<file path="src/core/nbis_defines.vh">
// ==========================================================
// nand boot image search constants
// ==========================================================
`ifndef NBIS_DEFINES_VH
`define NBIS_DEFINES_VH

// ==========================================================
// register byte offsets
// ==========================================================
`define NBIS_ADDR_CTRL 8'h00
`define NBIS_ADDR_STATUS 8'h04
`define NBIS_ADDR_IRQ_STAT 8'h08
`define NBIS_ADDR_IRQ_MASK 8'h0C
`define NBIS_ADDR_BOOT_CFG 8'h10
`define NBIS_ADDR_PULL_SEL 8'h14
`define NBIS_ADDR_IMG_PAGES 8'h18

// ==========================================================
// field positions
// ==========================================================
`define NBIS_CTRL_START 0
`define NBIS_CTRL_FIX 1
`define NBIS_IRQ_DONE 0
`define NBIS_IRQ_FAIL 1
`define NBIS_IRQ_SKIP 2
`define NBIS_CFG_BLK0 6

// ==========================================================
// reset values
// ==========================================================
`define NBIS_RST_PULL_SEL 16'h0000
`define NBIS_RST_IMG_PAGES 6'h01
`define NBIS_RST_IRQ_MASK 3'h0

// ==========================================================
// search limits and ecc geometry
// ==========================================================
`define NBIS_MAX_BLOCKS 6'h20
`define NBIS_MAX_BITERR 7'h04
`define NBIS_SEG_BYTES 10'h200
`define NBIS_ECC_W 80
`define NBIS_USER_W 72
`define NBIS_ALT_START_BLK 10'h001

`endif

</file>
<file path="src/core/nbis_boot_search.v">
// Decided for this implementation: the placing of the registers and the address-and-strobe port.
`timescale 1ns/1ps
`include "nbis_defines.vh"

// ==========================================================
// nand boot image search sequencer
// ==========================================================
module nbis_boot_search (
  input wire i_ref_clk,
  input wire i_rst_b,
  input wire [7:0] i_addr,
  input wire [31:0] i_wdata,
  input wire i_wr,
  input wire i_rd,
  output reg [31:0] o_rdata,
  output wire o_irq,
  input wire [7:0] i_boot_pins,
  input wire i_por_rst,
  input wire i_test_rst_b,
  output wire [7:0] o_boot_cfg,
  output wire [7:0] o_boot_pull_up,
  output wire [7:0] o_boot_pull_dn,
  output wire [7:0] o_misc_pull_up,
  output wire [7:0] o_misc_pull_dn,
  output reg o_emp_req,
  output reg o_emp_cmd,
  output wire [9:0] o_emp_blk,
  output reg [5:0] o_emp_page,
  input wire i_emp_mark_vld,
  input wire i_emp_mark_bad,
  input wire i_emp_seg_vld,
  input wire [`NBIS_ECC_W-1:0] i_emp_ecc,
  input wire [`NBIS_ECC_W-1:0] i_emp_par,
  input wire i_emp_page_done,
  output reg o_fix_vld,
  output reg [`NBIS_USER_W-1:0] o_fix_mask,
  output wire o_busy,
  output wire o_boot_done,
  output wire o_boot_fail
);

  // ========================================================
  // states
  // ========================================================
  localparam [2:0] ST_IDLE = 3'h0;
  localparam [2:0] ST_MARK = 3'h1; // spare-area marker read
  localparam [2:0] ST_PAGE = 3'h2; // page read in flight
  localparam [2:0] ST_NEXT = 3'h3; // advance to next block
  localparam [2:0] ST_DONE = 3'h4;
  localparam [2:0] ST_FAIL = 3'h5;

  // ========================================================
  // declarations
  // ========================================================
  reg [2:0] state_r; // sequencer state
  reg [2:0] state_nxt;
  reg [5:0] tries_r; // blocks looked at so far
  reg [9:0] start_blk_r; // first block of the search
  reg [5:0] page_r; // page within current block
  reg pg_unc_r; // page saw an unrepairable segment
  reg pg_eccerr_r; // page saw an ecc-byte error
  reg fix_mode_r; // corrected handling in force
  reg ctrl_fix_r; // software mode choice
  reg [15:0] pull_sel_r; // pull_select_reg, 1 = pull up
  reg [5:0] img_pages_r; // pages making up the image
  reg [2:0] irq_stat_r; // sticky events
  reg [2:0] irq_mask_r; // event enables
  reg [2:0] irq_ev; // events this cycle
  reg [7:0] boot_config_latch; // boot mode pins at power-on
  reg [7:0] pin_s1_r; // pin synchroniser stage one
  reg [7:0] pin_s2_r; // pin synchroniser stage two
  reg por_s1_r;
  reg por_s2_r;
  reg trst_s1_r;
  reg trst_s2_r;
  wire [6:0] seg_cnt; // bit errors in segment
  wire seg_ecc_err;
  wire seg_unc;
  wire [`NBIS_USER_W-1:0] seg_mask;
  wire wr_ctrl;
  wire start_req;
  wire last_page;

  // ========================================================
  // segment checker
  // ========================================================
  nbis_ecc_check u_ecc (
    .i_stored(i_emp_ecc),
    .i_parity(i_emp_par),
    .o_err_cnt(seg_cnt),
    .o_ecc_err(seg_ecc_err),
    .o_uncorr(seg_unc),
    .o_fix_mask(seg_mask)
  );

  // ========================================================
  // boot pin capture
  // ========================================================
  // pins and reset-controller levels, two stages each
  always @(posedge i_ref_clk) begin
    pin_s1_r <= i_boot_pins;
    pin_s2_r <= pin_s1_r;
    por_s1_r <= i_por_rst;
    por_s2_r <= por_s1_r;
    trst_s1_r <= i_test_rst_b;
    trst_s2_r <= trst_s1_r;
  end

  // loads only in power-on reset with test reset low; warm reset keeps it
  always @(posedge i_ref_clk) begin
    if (por_s2_r && !trst_s2_r) begin
      boot_config_latch <= pin_s2_r;
    end
  end
  assign o_boot_cfg = boot_config_latch;

  // ========================================================
  // pull control
  // ========================================================
  // all pins pulled down while reset is held
  assign o_misc_pull_up = i_rst_b ? pull_sel_r[15:8] : 8'h00;
  assign o_misc_pull_dn = ~o_misc_pull_up;
  // select register is defined at release, so boot pins pull down
  assign o_boot_pull_up = i_rst_b ? pull_sel_r[7:0] : 8'h00;
  assign o_boot_pull_dn = ~o_boot_pull_up;

  // ========================================================
  // register bus decode
  // ========================================================
  assign wr_ctrl = i_wr && (i_addr == `NBIS_ADDR_CTRL);
  assign start_req = wr_ctrl && i_wdata[`NBIS_CTRL_START] && !o_busy;

  // software-written registers
  always @(posedge i_ref_clk or negedge i_rst_b) begin
    if (!i_rst_b) begin
      ctrl_fix_r <= 1'b0;
      pull_sel_r <= `NBIS_RST_PULL_SEL;
      img_pages_r <= `NBIS_RST_IMG_PAGES;
      irq_mask_r <= `NBIS_RST_IRQ_MASK;
    end else if (i_wr) begin
      case (i_addr)
        `NBIS_ADDR_CTRL: begin
          ctrl_fix_r <= i_wdata[`NBIS_CTRL_FIX];
        end
        `NBIS_ADDR_PULL_SEL: begin
          pull_sel_r <= i_wdata[15:0];
        end
        `NBIS_ADDR_IMG_PAGES: begin
          img_pages_r <= i_wdata[5:0];
        end
        `NBIS_ADDR_IRQ_MASK: begin
          irq_mask_r <= i_wdata[2:0];
        end
        default: begin
          img_pages_r <= img_pages_r; // unmapped writes ignored
        end
      endcase
    end
  end

  // read data stand one cycle after the strobe, zero otherwise
  always @(posedge i_ref_clk or negedge i_rst_b) begin
    if (!i_rst_b) begin
      o_rdata <= 32'h00000000;
    end else if (i_rd) begin
      case (i_addr)
        `NBIS_ADDR_CTRL: begin
          o_rdata <= {30'h00000000, ctrl_fix_r, 1'b0};
        end
        `NBIS_ADDR_STATUS: begin
          o_rdata <= {12'h000, page_r, o_emp_blk, fix_mode_r, o_boot_fail,
                      o_boot_done, o_busy};
        end
        `NBIS_ADDR_IRQ_STAT: begin
          o_rdata <= {29'h00000000, irq_stat_r};
        end
        `NBIS_ADDR_IRQ_MASK: begin
          o_rdata <= {29'h00000000, irq_mask_r};
        end
        `NBIS_ADDR_BOOT_CFG: begin
          o_rdata <= {24'h000000, boot_config_latch};
        end
        `NBIS_ADDR_PULL_SEL: begin
          o_rdata <= {16'h0000, pull_sel_r};
        end
        `NBIS_ADDR_IMG_PAGES: begin
          o_rdata <= {26'h0000000, img_pages_r};
        end
        default: begin
          o_rdata <= 32'h00000000;
        end
      endcase
    end else begin
      o_rdata <= 32'h00000000;
    end
  end

  // ========================================================
  // interrupts
  // ========================================================
  // sticky bits, write one clears, a new event wins over the clear
  always @(posedge i_ref_clk or negedge i_rst_b) begin
    if (!i_rst_b) begin
      irq_stat_r <= 3'h0;
    end else if (i_wr && (i_addr == `NBIS_ADDR_IRQ_STAT)) begin
      irq_stat_r <= (irq_stat_r & ~i_wdata[2:0]) | irq_ev;
    end else begin
      irq_stat_r <= irq_stat_r | irq_ev;
    end
  end
  assign o_irq = |(irq_stat_r & irq_mask_r);

  // ========================================================
  // search sequencer
  // ========================================================
  assign last_page = (page_r + 6'h01 >= img_pages_r);
  assign o_emp_blk = start_blk_r + {4'h0, tries_r};
  assign o_busy = (state_r == ST_MARK) || (state_r == ST_PAGE) || (state_r == ST_NEXT);
  assign o_boot_done = (state_r == ST_DONE);
  assign o_boot_fail = (state_r == ST_FAIL);

  // next state and events
  always @* begin
    state_nxt = state_r;
    irq_ev = 3'h0;
    case (state_r)
      ST_IDLE, ST_DONE, ST_FAIL: begin
        if (start_req) begin
          state_nxt = ST_MARK;
        end
      end
      ST_MARK: begin
        if (i_emp_mark_vld) begin
          if (i_emp_mark_bad) begin
            state_nxt = ST_NEXT;
          end else begin
            state_nxt = ST_PAGE;
          end
        end
      end
      ST_PAGE: begin
        if (i_emp_page_done) begin
          if (page_r == 6'h00) begin
            if (pg_unc_r || pg_eccerr_r) begin
              state_nxt = ST_NEXT;
            end else if (last_page) begin
              state_nxt = ST_DONE;
            end
          end else if (!fix_mode_r) begin
            if (pg_unc_r || pg_eccerr_r) begin
              state_nxt = ST_FAIL;
            end else if (last_page) begin
              state_nxt = ST_DONE;
            end
          end else begin
            if (pg_unc_r) begin
              state_nxt = ST_NEXT;
            end else if (last_page) begin
              state_nxt = ST_DONE;
            end
          end
        end
      end
      ST_NEXT: begin
        irq_ev[`NBIS_IRQ_SKIP] = 1'b1;
        if (tries_r + 6'h01 >= `NBIS_MAX_BLOCKS) begin
          state_nxt = ST_FAIL;
        end else begin
          state_nxt = ST_MARK;
        end
      end
      default: begin
        state_nxt = ST_IDLE;
      end
    endcase
    if ((state_nxt == ST_DONE) && (state_r != ST_DONE)) begin
      irq_ev[`NBIS_IRQ_DONE] = 1'b1;
    end
    if ((state_nxt == ST_FAIL) && (state_r != ST_FAIL)) begin
      irq_ev[`NBIS_IRQ_FAIL] = 1'b1;
    end
  end

  // state, counters and flash requests
  always @(posedge i_ref_clk or negedge i_rst_b) begin
    if (!i_rst_b) begin
      state_r <= ST_IDLE;
      tries_r <= 6'h00;
      start_blk_r <= 10'h000;
      page_r <= 6'h00;
      fix_mode_r <= 1'b0;
      o_emp_req <= 1'b0;
      o_emp_cmd <= 1'b0;
      o_emp_page <= 6'h00;
    end else begin
      state_r <= state_nxt;
      o_emp_req <= 1'b0;
      if (start_req) begin
        tries_r <= 6'h00;
        // block zero when boot mode bit 6 is set
        start_blk_r <= boot_config_latch[`NBIS_CFG_BLK0] ? 10'h000
                       : `NBIS_ALT_START_BLK;
        fix_mode_r <= 1'b0;
      end
      if (state_r == ST_NEXT) begin
        tries_r <= tries_r + 6'h01;
        fix_mode_r <= 1'b0;
      end
      if ((state_nxt == ST_MARK) && (state_r != ST_MARK)) begin
        o_emp_req <= 1'b1; // bad-block marker read
        o_emp_cmd <= 1'b0;
      end
      if ((state_r == ST_MARK) && (state_nxt == ST_PAGE)) begin
        page_r <= 6'h00; // first page before any other
        o_emp_req <= 1'b1;
        o_emp_cmd <= 1'b1;
        o_emp_page <= 6'h00;
      end
      if ((state_r == ST_PAGE) && i_emp_page_done && (state_nxt == ST_PAGE)) begin
        if (page_r == 6'h00) begin
          fix_mode_r <= ctrl_fix_r;
        end
        page_r <= page_r + 6'h01;
        o_emp_req <= 1'b1; // later pages of the block
        o_emp_cmd <= 1'b1;
        o_emp_page <= page_r + 6'h01;
      end
    end
  end

  // ========================================================
  // per-page error tracking and repair
  // ========================================================
  // each 512-byte segment arrives with its stored ecc bytes
  always @(posedge i_ref_clk or negedge i_rst_b) begin
    if (!i_rst_b) begin
      pg_unc_r <= 1'b0;
      pg_eccerr_r <= 1'b0;
      o_fix_vld <= 1'b0;
      o_fix_mask <= {`NBIS_USER_W{1'b0}};
    end else begin
      o_fix_vld <= 1'b0;
      if (o_emp_req) begin
        pg_unc_r <= 1'b0;
        pg_eccerr_r <= 1'b0;
      end else if ((state_r == ST_PAGE) && i_emp_seg_vld) begin
        pg_unc_r <= pg_unc_r | seg_unc;
        pg_eccerr_r <= pg_eccerr_r | seg_ecc_err;
        o_fix_vld <= !seg_unc && (seg_cnt != 7'h00);
        o_fix_mask <= seg_mask;
      end
    end
  end

endmodule // nbis_boot_search

</file>
<file path="src/core/nbis_ecc_check.v">
`timescale 1ns/1ps
`include "nbis_defines.vh"

// ==========================================================
// segment syndrome check and correction mask
// ==========================================================
module nbis_ecc_check (
  input wire [`NBIS_ECC_W-1:0] i_stored,
  input wire [`NBIS_ECC_W-1:0] i_parity,
  output reg [6:0] o_err_cnt,
  output wire o_ecc_err,
  output wire o_uncorr,
  output wire [`NBIS_USER_W-1:0] o_fix_mask
);

  wire [`NBIS_ECC_W-1:0] syn; // stored ecc against computed parity
  integer k;

  assign syn = i_stored ^ i_parity;

  // count flipped bits across user and ecc bytes
  always @* begin
    o_err_cnt = 7'h00;
    for (k = 0; k < `NBIS_ECC_W; k = k + 1) begin
      o_err_cnt = o_err_cnt + {6'h00, syn[k]};
    end
  end

  // syndrome bits above user field point into the ecc bytes
  assign o_ecc_err = |syn[`NBIS_ECC_W-1:`NBIS_USER_W];
  // more than four bits in total cannot be repaired
  assign o_uncorr = (o_err_cnt > `NBIS_MAX_BITERR);
  // flip mask for user data, empty when beyond repair
  assign o_fix_mask = o_uncorr ? {`NBIS_USER_W{1'b0}} : syn[`NBIS_USER_W-1:0];

endmodule // nbis_ecc_check

</file>
<file path="config.mk">
export PLATFORM = sky130hd
export DESIGN_NAME = nbis_boot_search
export DESIGN_NICKNAME = d
export VERILOG_FILES = /design/src/core/nbis_boot_search.v /design/src/core/nbis_ecc_check.v
export VERILOG_INCLUDE_DIRS = /design/src /design/src/core
export SDC_FILE = /design/constraint.sdc
export NUM_CORES = 1
export LEC_CHECK = 0
export BUFFER_PORTS_ARGS = -buffer_cell sky130_fd_sc_hd__buf_2
export CORE_AREA = 2 2 149 151
export CTS_CLUSTER_DIAMETER = 30
export CTS_CLUSTER_SIZE = 12
export DETAILED_ROUTE_END_ITERATION = 7
export DIE_AREA = 0 0 151 153
export GPL_TIMING_DRIVEN = 1
export PLACE_DENSITY_LB_ADDON = 0.12
export RECOVER_POWER = 100
export SETUP_SLACK_MARGIN = 0.4
export SLEW_MARGIN = 30
export SYNTH_ARGS = -nofsm -noshare
export SYNTH_HDL_FRONTEND = slang
export SYNTH_SLANG_ARGS = --single-unit
</file>
<file path="constraint.sdc">
create_clock -name i_ref_clk -period 3.1 [get_ports i_ref_clk]
set_clock_uncertainty 0.1 [all_clocks]
set_input_delay 0.31 -clock i_ref_clk [delete_from_list [all_inputs] [get_ports i_ref_clk]]
set_output_delay 0.31 -clock i_ref_clk [all_outputs]
set_load 0.02 [all_outputs]
</file>
* Yosys cells after proc, flatten, opt, wreduce, memory -nomap -nowiden
Cells that the tools add are included.
** Cells by class
- Add/sub/neg operators :: 82
- Order comparisons :: 3
- Eq/ne operators :: 18
- Multiplexer cells :: 42
- Bitwise logic cells :: 11
- Reduce and logical (&&, ||, !) cells :: 35
** Operators by type and width (number)
- adder 7 x 1 -> 7 bit :: 78
- case mux 20 bit (7 select lines) :: 1
- XOR 80 bit :: 1
- two-way mux 72 bit :: 1
- two-way mux 3 bit :: 11
- two-way mux 32 bit :: 1
- == test 8 x 5 -> 1 bit (second input constant) :: 3
- two-way mux 6 bit :: 4
- two-way mux 1 bit :: 21
- == test 8 x 4 -> 1 bit (second input constant) :: 2
- two-way mux 8 bit :: 2
- NOT 8 bit :: 2
- logical AND 1 bit :: 13
- adder 6 x 1 -> 6 bit (second input constant) :: 2
- == test 3 bit (second input constant) :: 4
- case mux 3 bit (4 select lines) :: 1
- adder 10 x 6 -> 10 bit :: 1
- AND reduction 2 bit :: 5
- == test 3 x 2 -> 1 bit (second input constant) :: 3
- == test 8 x 3 -> 1 bit (second input constant) :: 1
- logical NOT 8 bit :: 1
- OR reduction 8 bit :: 1
- > comparator 7 x 3 -> 1 bit (second input constant) :: 1
- nonzero test 7 bit :: 1
- 18 further kinds :: 30
** Word-level totals
- Register bits after elaboration :: 192
- Input bits :: 218
- Output and inout bits :: 167
- Word-level logic and storage cells :: 215

* Logic depth before layout (Yosys ltp)
- Depth in word-level cells :: 85
- Mapped depth :: 25
- Depth with buffers taken out :: 23

* By module
From an unflattened synthesis, not the netlist that was laid out.
** Second synthesis, totals
- Cells, all modules :: 979
- Area total of the unflattened synthesis :: 11182.0 µm²
** Modules (own cells, without submodules)
- nbis_boot_search :: instances 1, cells each 576, area an instance 7136.8 µm², seq. area each 4220.3 µm²
- nbis_ecc_check :: instances 1, cells each 403, area an instance 4045.1 µm², seq. area each 0.0 µm²

* Worst setup path before layout
Ideal clock, no wire load.
- Path kind :: input -> register
- From :: input port i_emp_par[0]
- To :: register o_fix_mask[25]
- Library setup time :: 133 ps
- Data arrival time :: 7139 ps
- Required time :: 2867 ps
- Path slack :: -4273 ps
- Cell stages on the path :: 23
- Path buffers :: 2
- Cell sequence :: xor2_1 ha_1 fa_1 fa_1 fa_1 fa_1 fa_1 fa_1 inv_1 fa_1 fa_1 inv_1 fa_1 inv_1 fa_1 nor2b_1 nand3_1 o21ai_0 and2_1 o211ai_1 clkbuf_1 clkbuf_1 o21ai_0
** Between the ends
- Cells in the longest elaborated chain, start to end :: 82
** RTL lines
- start: declaration :: line nbis_boot_search.v:33 : input wire [`NBIS_ECC_W-1:0] i_emp_par,
- XOR 80 bit :: line nbis_ecc_check.v:19 : assign syn = i_stored ^ i_parity;
- adder 1 x 1 -> 2 bit :: line nbis_ecc_check.v:25 : o_err_cnt = o_err_cnt + {6'h00, syn[k]};
- adder 7 x 1 -> 7 bit (78 in a row) :: line nbis_ecc_check.v:25
- > comparator 7 x 3 -> 1 bit (no line)
- two-way mux 72 bit :: line nbis_ecc_check.v:34 : assign o_fix_mask = o_uncorr ? {`NBIS_USER_W{1'b0}} : syn[`NBIS_USER_W-1:0];
- end signal: assignment :: line nbis_boot_search.v:340 : o_fix_mask <= {`NBIS_USER_W{1'b0}};
- end signal: assignment :: line nbis_boot_search.v:350 : o_fix_mask <= seg_mask;
- end: declaration :: line nbis_boot_search.v:36 : output reg [`NBIS_USER_W-1:0] o_fix_mask,
No other way between the ends.
A chain may end at the register's enable or synchronous reset.

* Final worst setup path
- From :: input port i_emp_ecc[40]
- To :: register o_fix_mask[56]
** Between the ends
- Cells in the longest elaborated chain, start to end :: 43
** RTL lines
- start: declaration :: line nbis_boot_search.v:32 : input wire [`NBIS_ECC_W-1:0] i_emp_ecc,
- XOR 80 bit :: line nbis_ecc_check.v:19
- adder 7 x 1 -> 7 bit (40 in a row) :: line nbis_ecc_check.v:25
- > comparator 7 x 3 -> 1 bit (no line)
- two-way mux 72 bit :: line nbis_ecc_check.v:34
No other way between the ends.

==> flow_summary.ini <==
[status]
status = finished with violations
violations = negative setup slack

[setup_path]
cpMaxStageDelayCell = fa_1
crit_arrival_ns = 6.83
cpMostUsedCell = fa_1
startpoint_type = input port
path_max_fanout = 8
path_class = in -> reg
endpoint_kind = flip-flop
cp.required_ns = 3.32
critPathMaxStageDelay_ns = 0.55

[synthesis]
synth_top_family_by_area = adder cells
yosys_warnings = 0
async_reset_ff_share_pct = 83.6
syn_avg_cell_area_um2 = 10.6
yosys.area.top_type = dfrtp_1
seq_area_frac_synth_pct = 42.3
synthAdderAreaFrac_pct = 17.1
syn-cell-area_um2 = 9980
yosys.area.top_type_share_pct = 35.6
synth_cell_types = 70
synth_simple_gate_area_share_pct = 12.6
synth-edff-count = 8
synth_compound_area_share_pct = 10.3
synth_ff_type = dfrtp_1
synth_xor_area_share_pct = 7.99
muxShareOfSynthArea_pct = 3.51
syn_inst = 945
synthTopCellsByArea = dfrtp_1 (36%), fa_1 (14%), nand2_1 (6.1%)
ys_ff_latch = 171

[timing]
fin_crit_ns = 6.62
fin_crit_sh_pct = 214
finalHoldViolCount = 0
fin_ws_ns = -3.52
drv_slew = 0
fmax_mhz = 151
setup_viol = 74
rsz0062_at_grt = true
hold_slack_ns = 0.00351
worst_pin_slew_ns = 1.42
relSlewSlack_pct = 5.22

[clock_network]
htree_levels = 4
cts.sinks = 171
clockRootBuffer = clkbuf_16
cts_tree = built
insertion_delay_ns = 0.44
cts-buffers-inserted = 17
clockBufferDepth = 2
clk_pin_slew_ns = 0.08

[finish]
diodes = 0
final_common_cell = buf_2
final_nets = 1694
area_delta_synth_final_pct = 37.5
layout_common_cells = buf_2 (203), nand2_1 (164), dfrtp_1 (142)
layout-drive-gt1-share_pct = 32.9

[global_routing]
grt_remaining_overflow = 0
grt_max_degree = 100
track_usage_pct = 25.4
grt_pass1_vias = 8513
antenna_found_initial = 0
grt_first_pass_wirelength_mm = 44.9

[die]
fp.dieH_um = 153
ios = 385
chipWidth_um = 151
initial_core_util_pct = 46.4
fp-row-count = 54
die-area_um2 = 23100
coreArea_um2 = 21500

[place]
gp_congestion = 0.873
dp_hpwl_mm = 22.2
port_buffers = 353

[detailed_routing]
drc = 0
ant_nets = 0
dr_total_vias = 8324
drt-initial-drc-count = 431
routed_wl_mm = 28.7
wl_per_cell_um = 17.2
dr.pass1.iters = 6
viasPerCell = 4.97

[flow_run]
maxCapViolCount = 0

[hold_path]
min-delay-path-class = in -> reg
[per-stage QoR]
stage	setup TNS, ns	cell area (µm²)	utilization, %	cells	worst slack [ns]
final	-256.95	13700	63.9	1674	-3.52
after global routing	-273.04	13700	63.9	1674	-3.74
after CTS	-255.10	13500	63.1	1669	-3.49
after detailed placement	-294.33	12600	58.4	1613	-4.03
after global placement	-287.06	12500	58.3	1612	-3.91
after floorplan	-255.15	10200	-	959	-3.47
[sequential cells by signal, summed over array words and instances (netlist names), 3 cells and up]
register,cells
irq_mask_r,3
pin_s1_r,8
tries_r,6
o_fix_mask,72
state_r,3
img_pages_r,6
pin_s2_r,8
o_boot_cfg,8
pull_sel_r,16
page_r,6
o_rdata,20
irq_stat_r,3
[worst paths after layout]
| path | from | end | slack [ns] | cells after the start |
|---|---|---|---|---|
| worst max-delay path | i_emp_ecc[40] | o_fix_mask[56] | -3.52 | 25 |
| min in group asynchronous | i_rst_b | fix_mode_r | 0.68 | 2 |
| worst max register to register | state_r[1] | irq_stat_r[1] | 0.20 | 6 |
| worst min-delay path | i_wdata[12] | pull_sel_r[12] | 0.004 | 2 |
| max in group asynchronous | i_rst_b | state_r[1] | 0.63 | 3 |
| worst min register to register | pin_s1_r[4] | pin_s2_r[4] | 0.22 | 0 |
[worst max-delay path, delay by kind of cell]
kind | cells | cell delay [ns]
buffers and inverters | 9 | 0.94
xor gates and xnor gates | 1 | 0.22
adders and majority gates | 10 | 4.77
AOI/OAI and AO/OA | 3 | 0.38
and+or+nand+nor | 2 | 0.20
[area by class of cell]
cell class	count	area, µm²
tap	280	350
timing repair buffer	452	2590
inverter	93	349
clock buffer	17	425
sequential	171	4220
fill	1923	7770
multi-input combinational	646	5610
clock inverter	15	171
[per-layer routing]
| layer | vias up | GRT usage [%] | share of wire [%] |
|---|---|---|---|
| met2 | 276 | 42.1 | 50 |
| met5 | - | 0 | 0 |
| li1 | 3963 | - | - |
| met4 | 0 | 8.01 | 2.0 |
| met1 | 4045 | 33.8 | 43 |
| met3 | 40 | 4.51 | 5.5 |
[cell usage after synthesis, types with 3 or more instances]
library cell / count
nor2b_1: 4
a21oi_1: 17
or2_2: 3
a211oi_1: 3
a31oi_1: 3
nor2_1: 24
and2_1: 4
dfxtp_1: 20
nand2b_1: 7
nand2_1: 163
xor2_1: 55
inv_1: 92
and3_1: 8
o21ai_0: 63
a222oi_1: 6
nand3_1: 12
edfxtp_1: 8
o211ai_1: 6
buf_2: 5
o31ai_1: 30
dfrtp_1: 142
a22o_1: 5
a22oi_1: 10
buf_4: 16
mux2_2: 16
clkbuf_1: 23
mux2_4: 10
nand4_1: 5
ha_1: 26
nor4_1: 4
xnor2_1: 36
fa_1: 69
buf_1: 3
[kinds of logic after synthesis]
logic type | count (synthesis)
AOI/OAI and AO/OA | 157
xor gates and xnor gates | 91
adders and majority gates | 95
buffers and inverters | 142
DFF | 171
muxes | 28
other | 1
and+or+nand+nor | 260
[repair_timing]
item / in CTS / in global routing
pin swaps: 18 / 36
cloned: 1 / 2
resized for setup: 40 / 91
hold endpoints to repair: 61 / 0
hold buffers: 19 / 0
buffers inserted: 4 / 3
setup endpoints to repair: 82 / 82
Power is not shown: default switching activity piles up to over one toggle a cycle in this logic, so the estimate is an artifact.
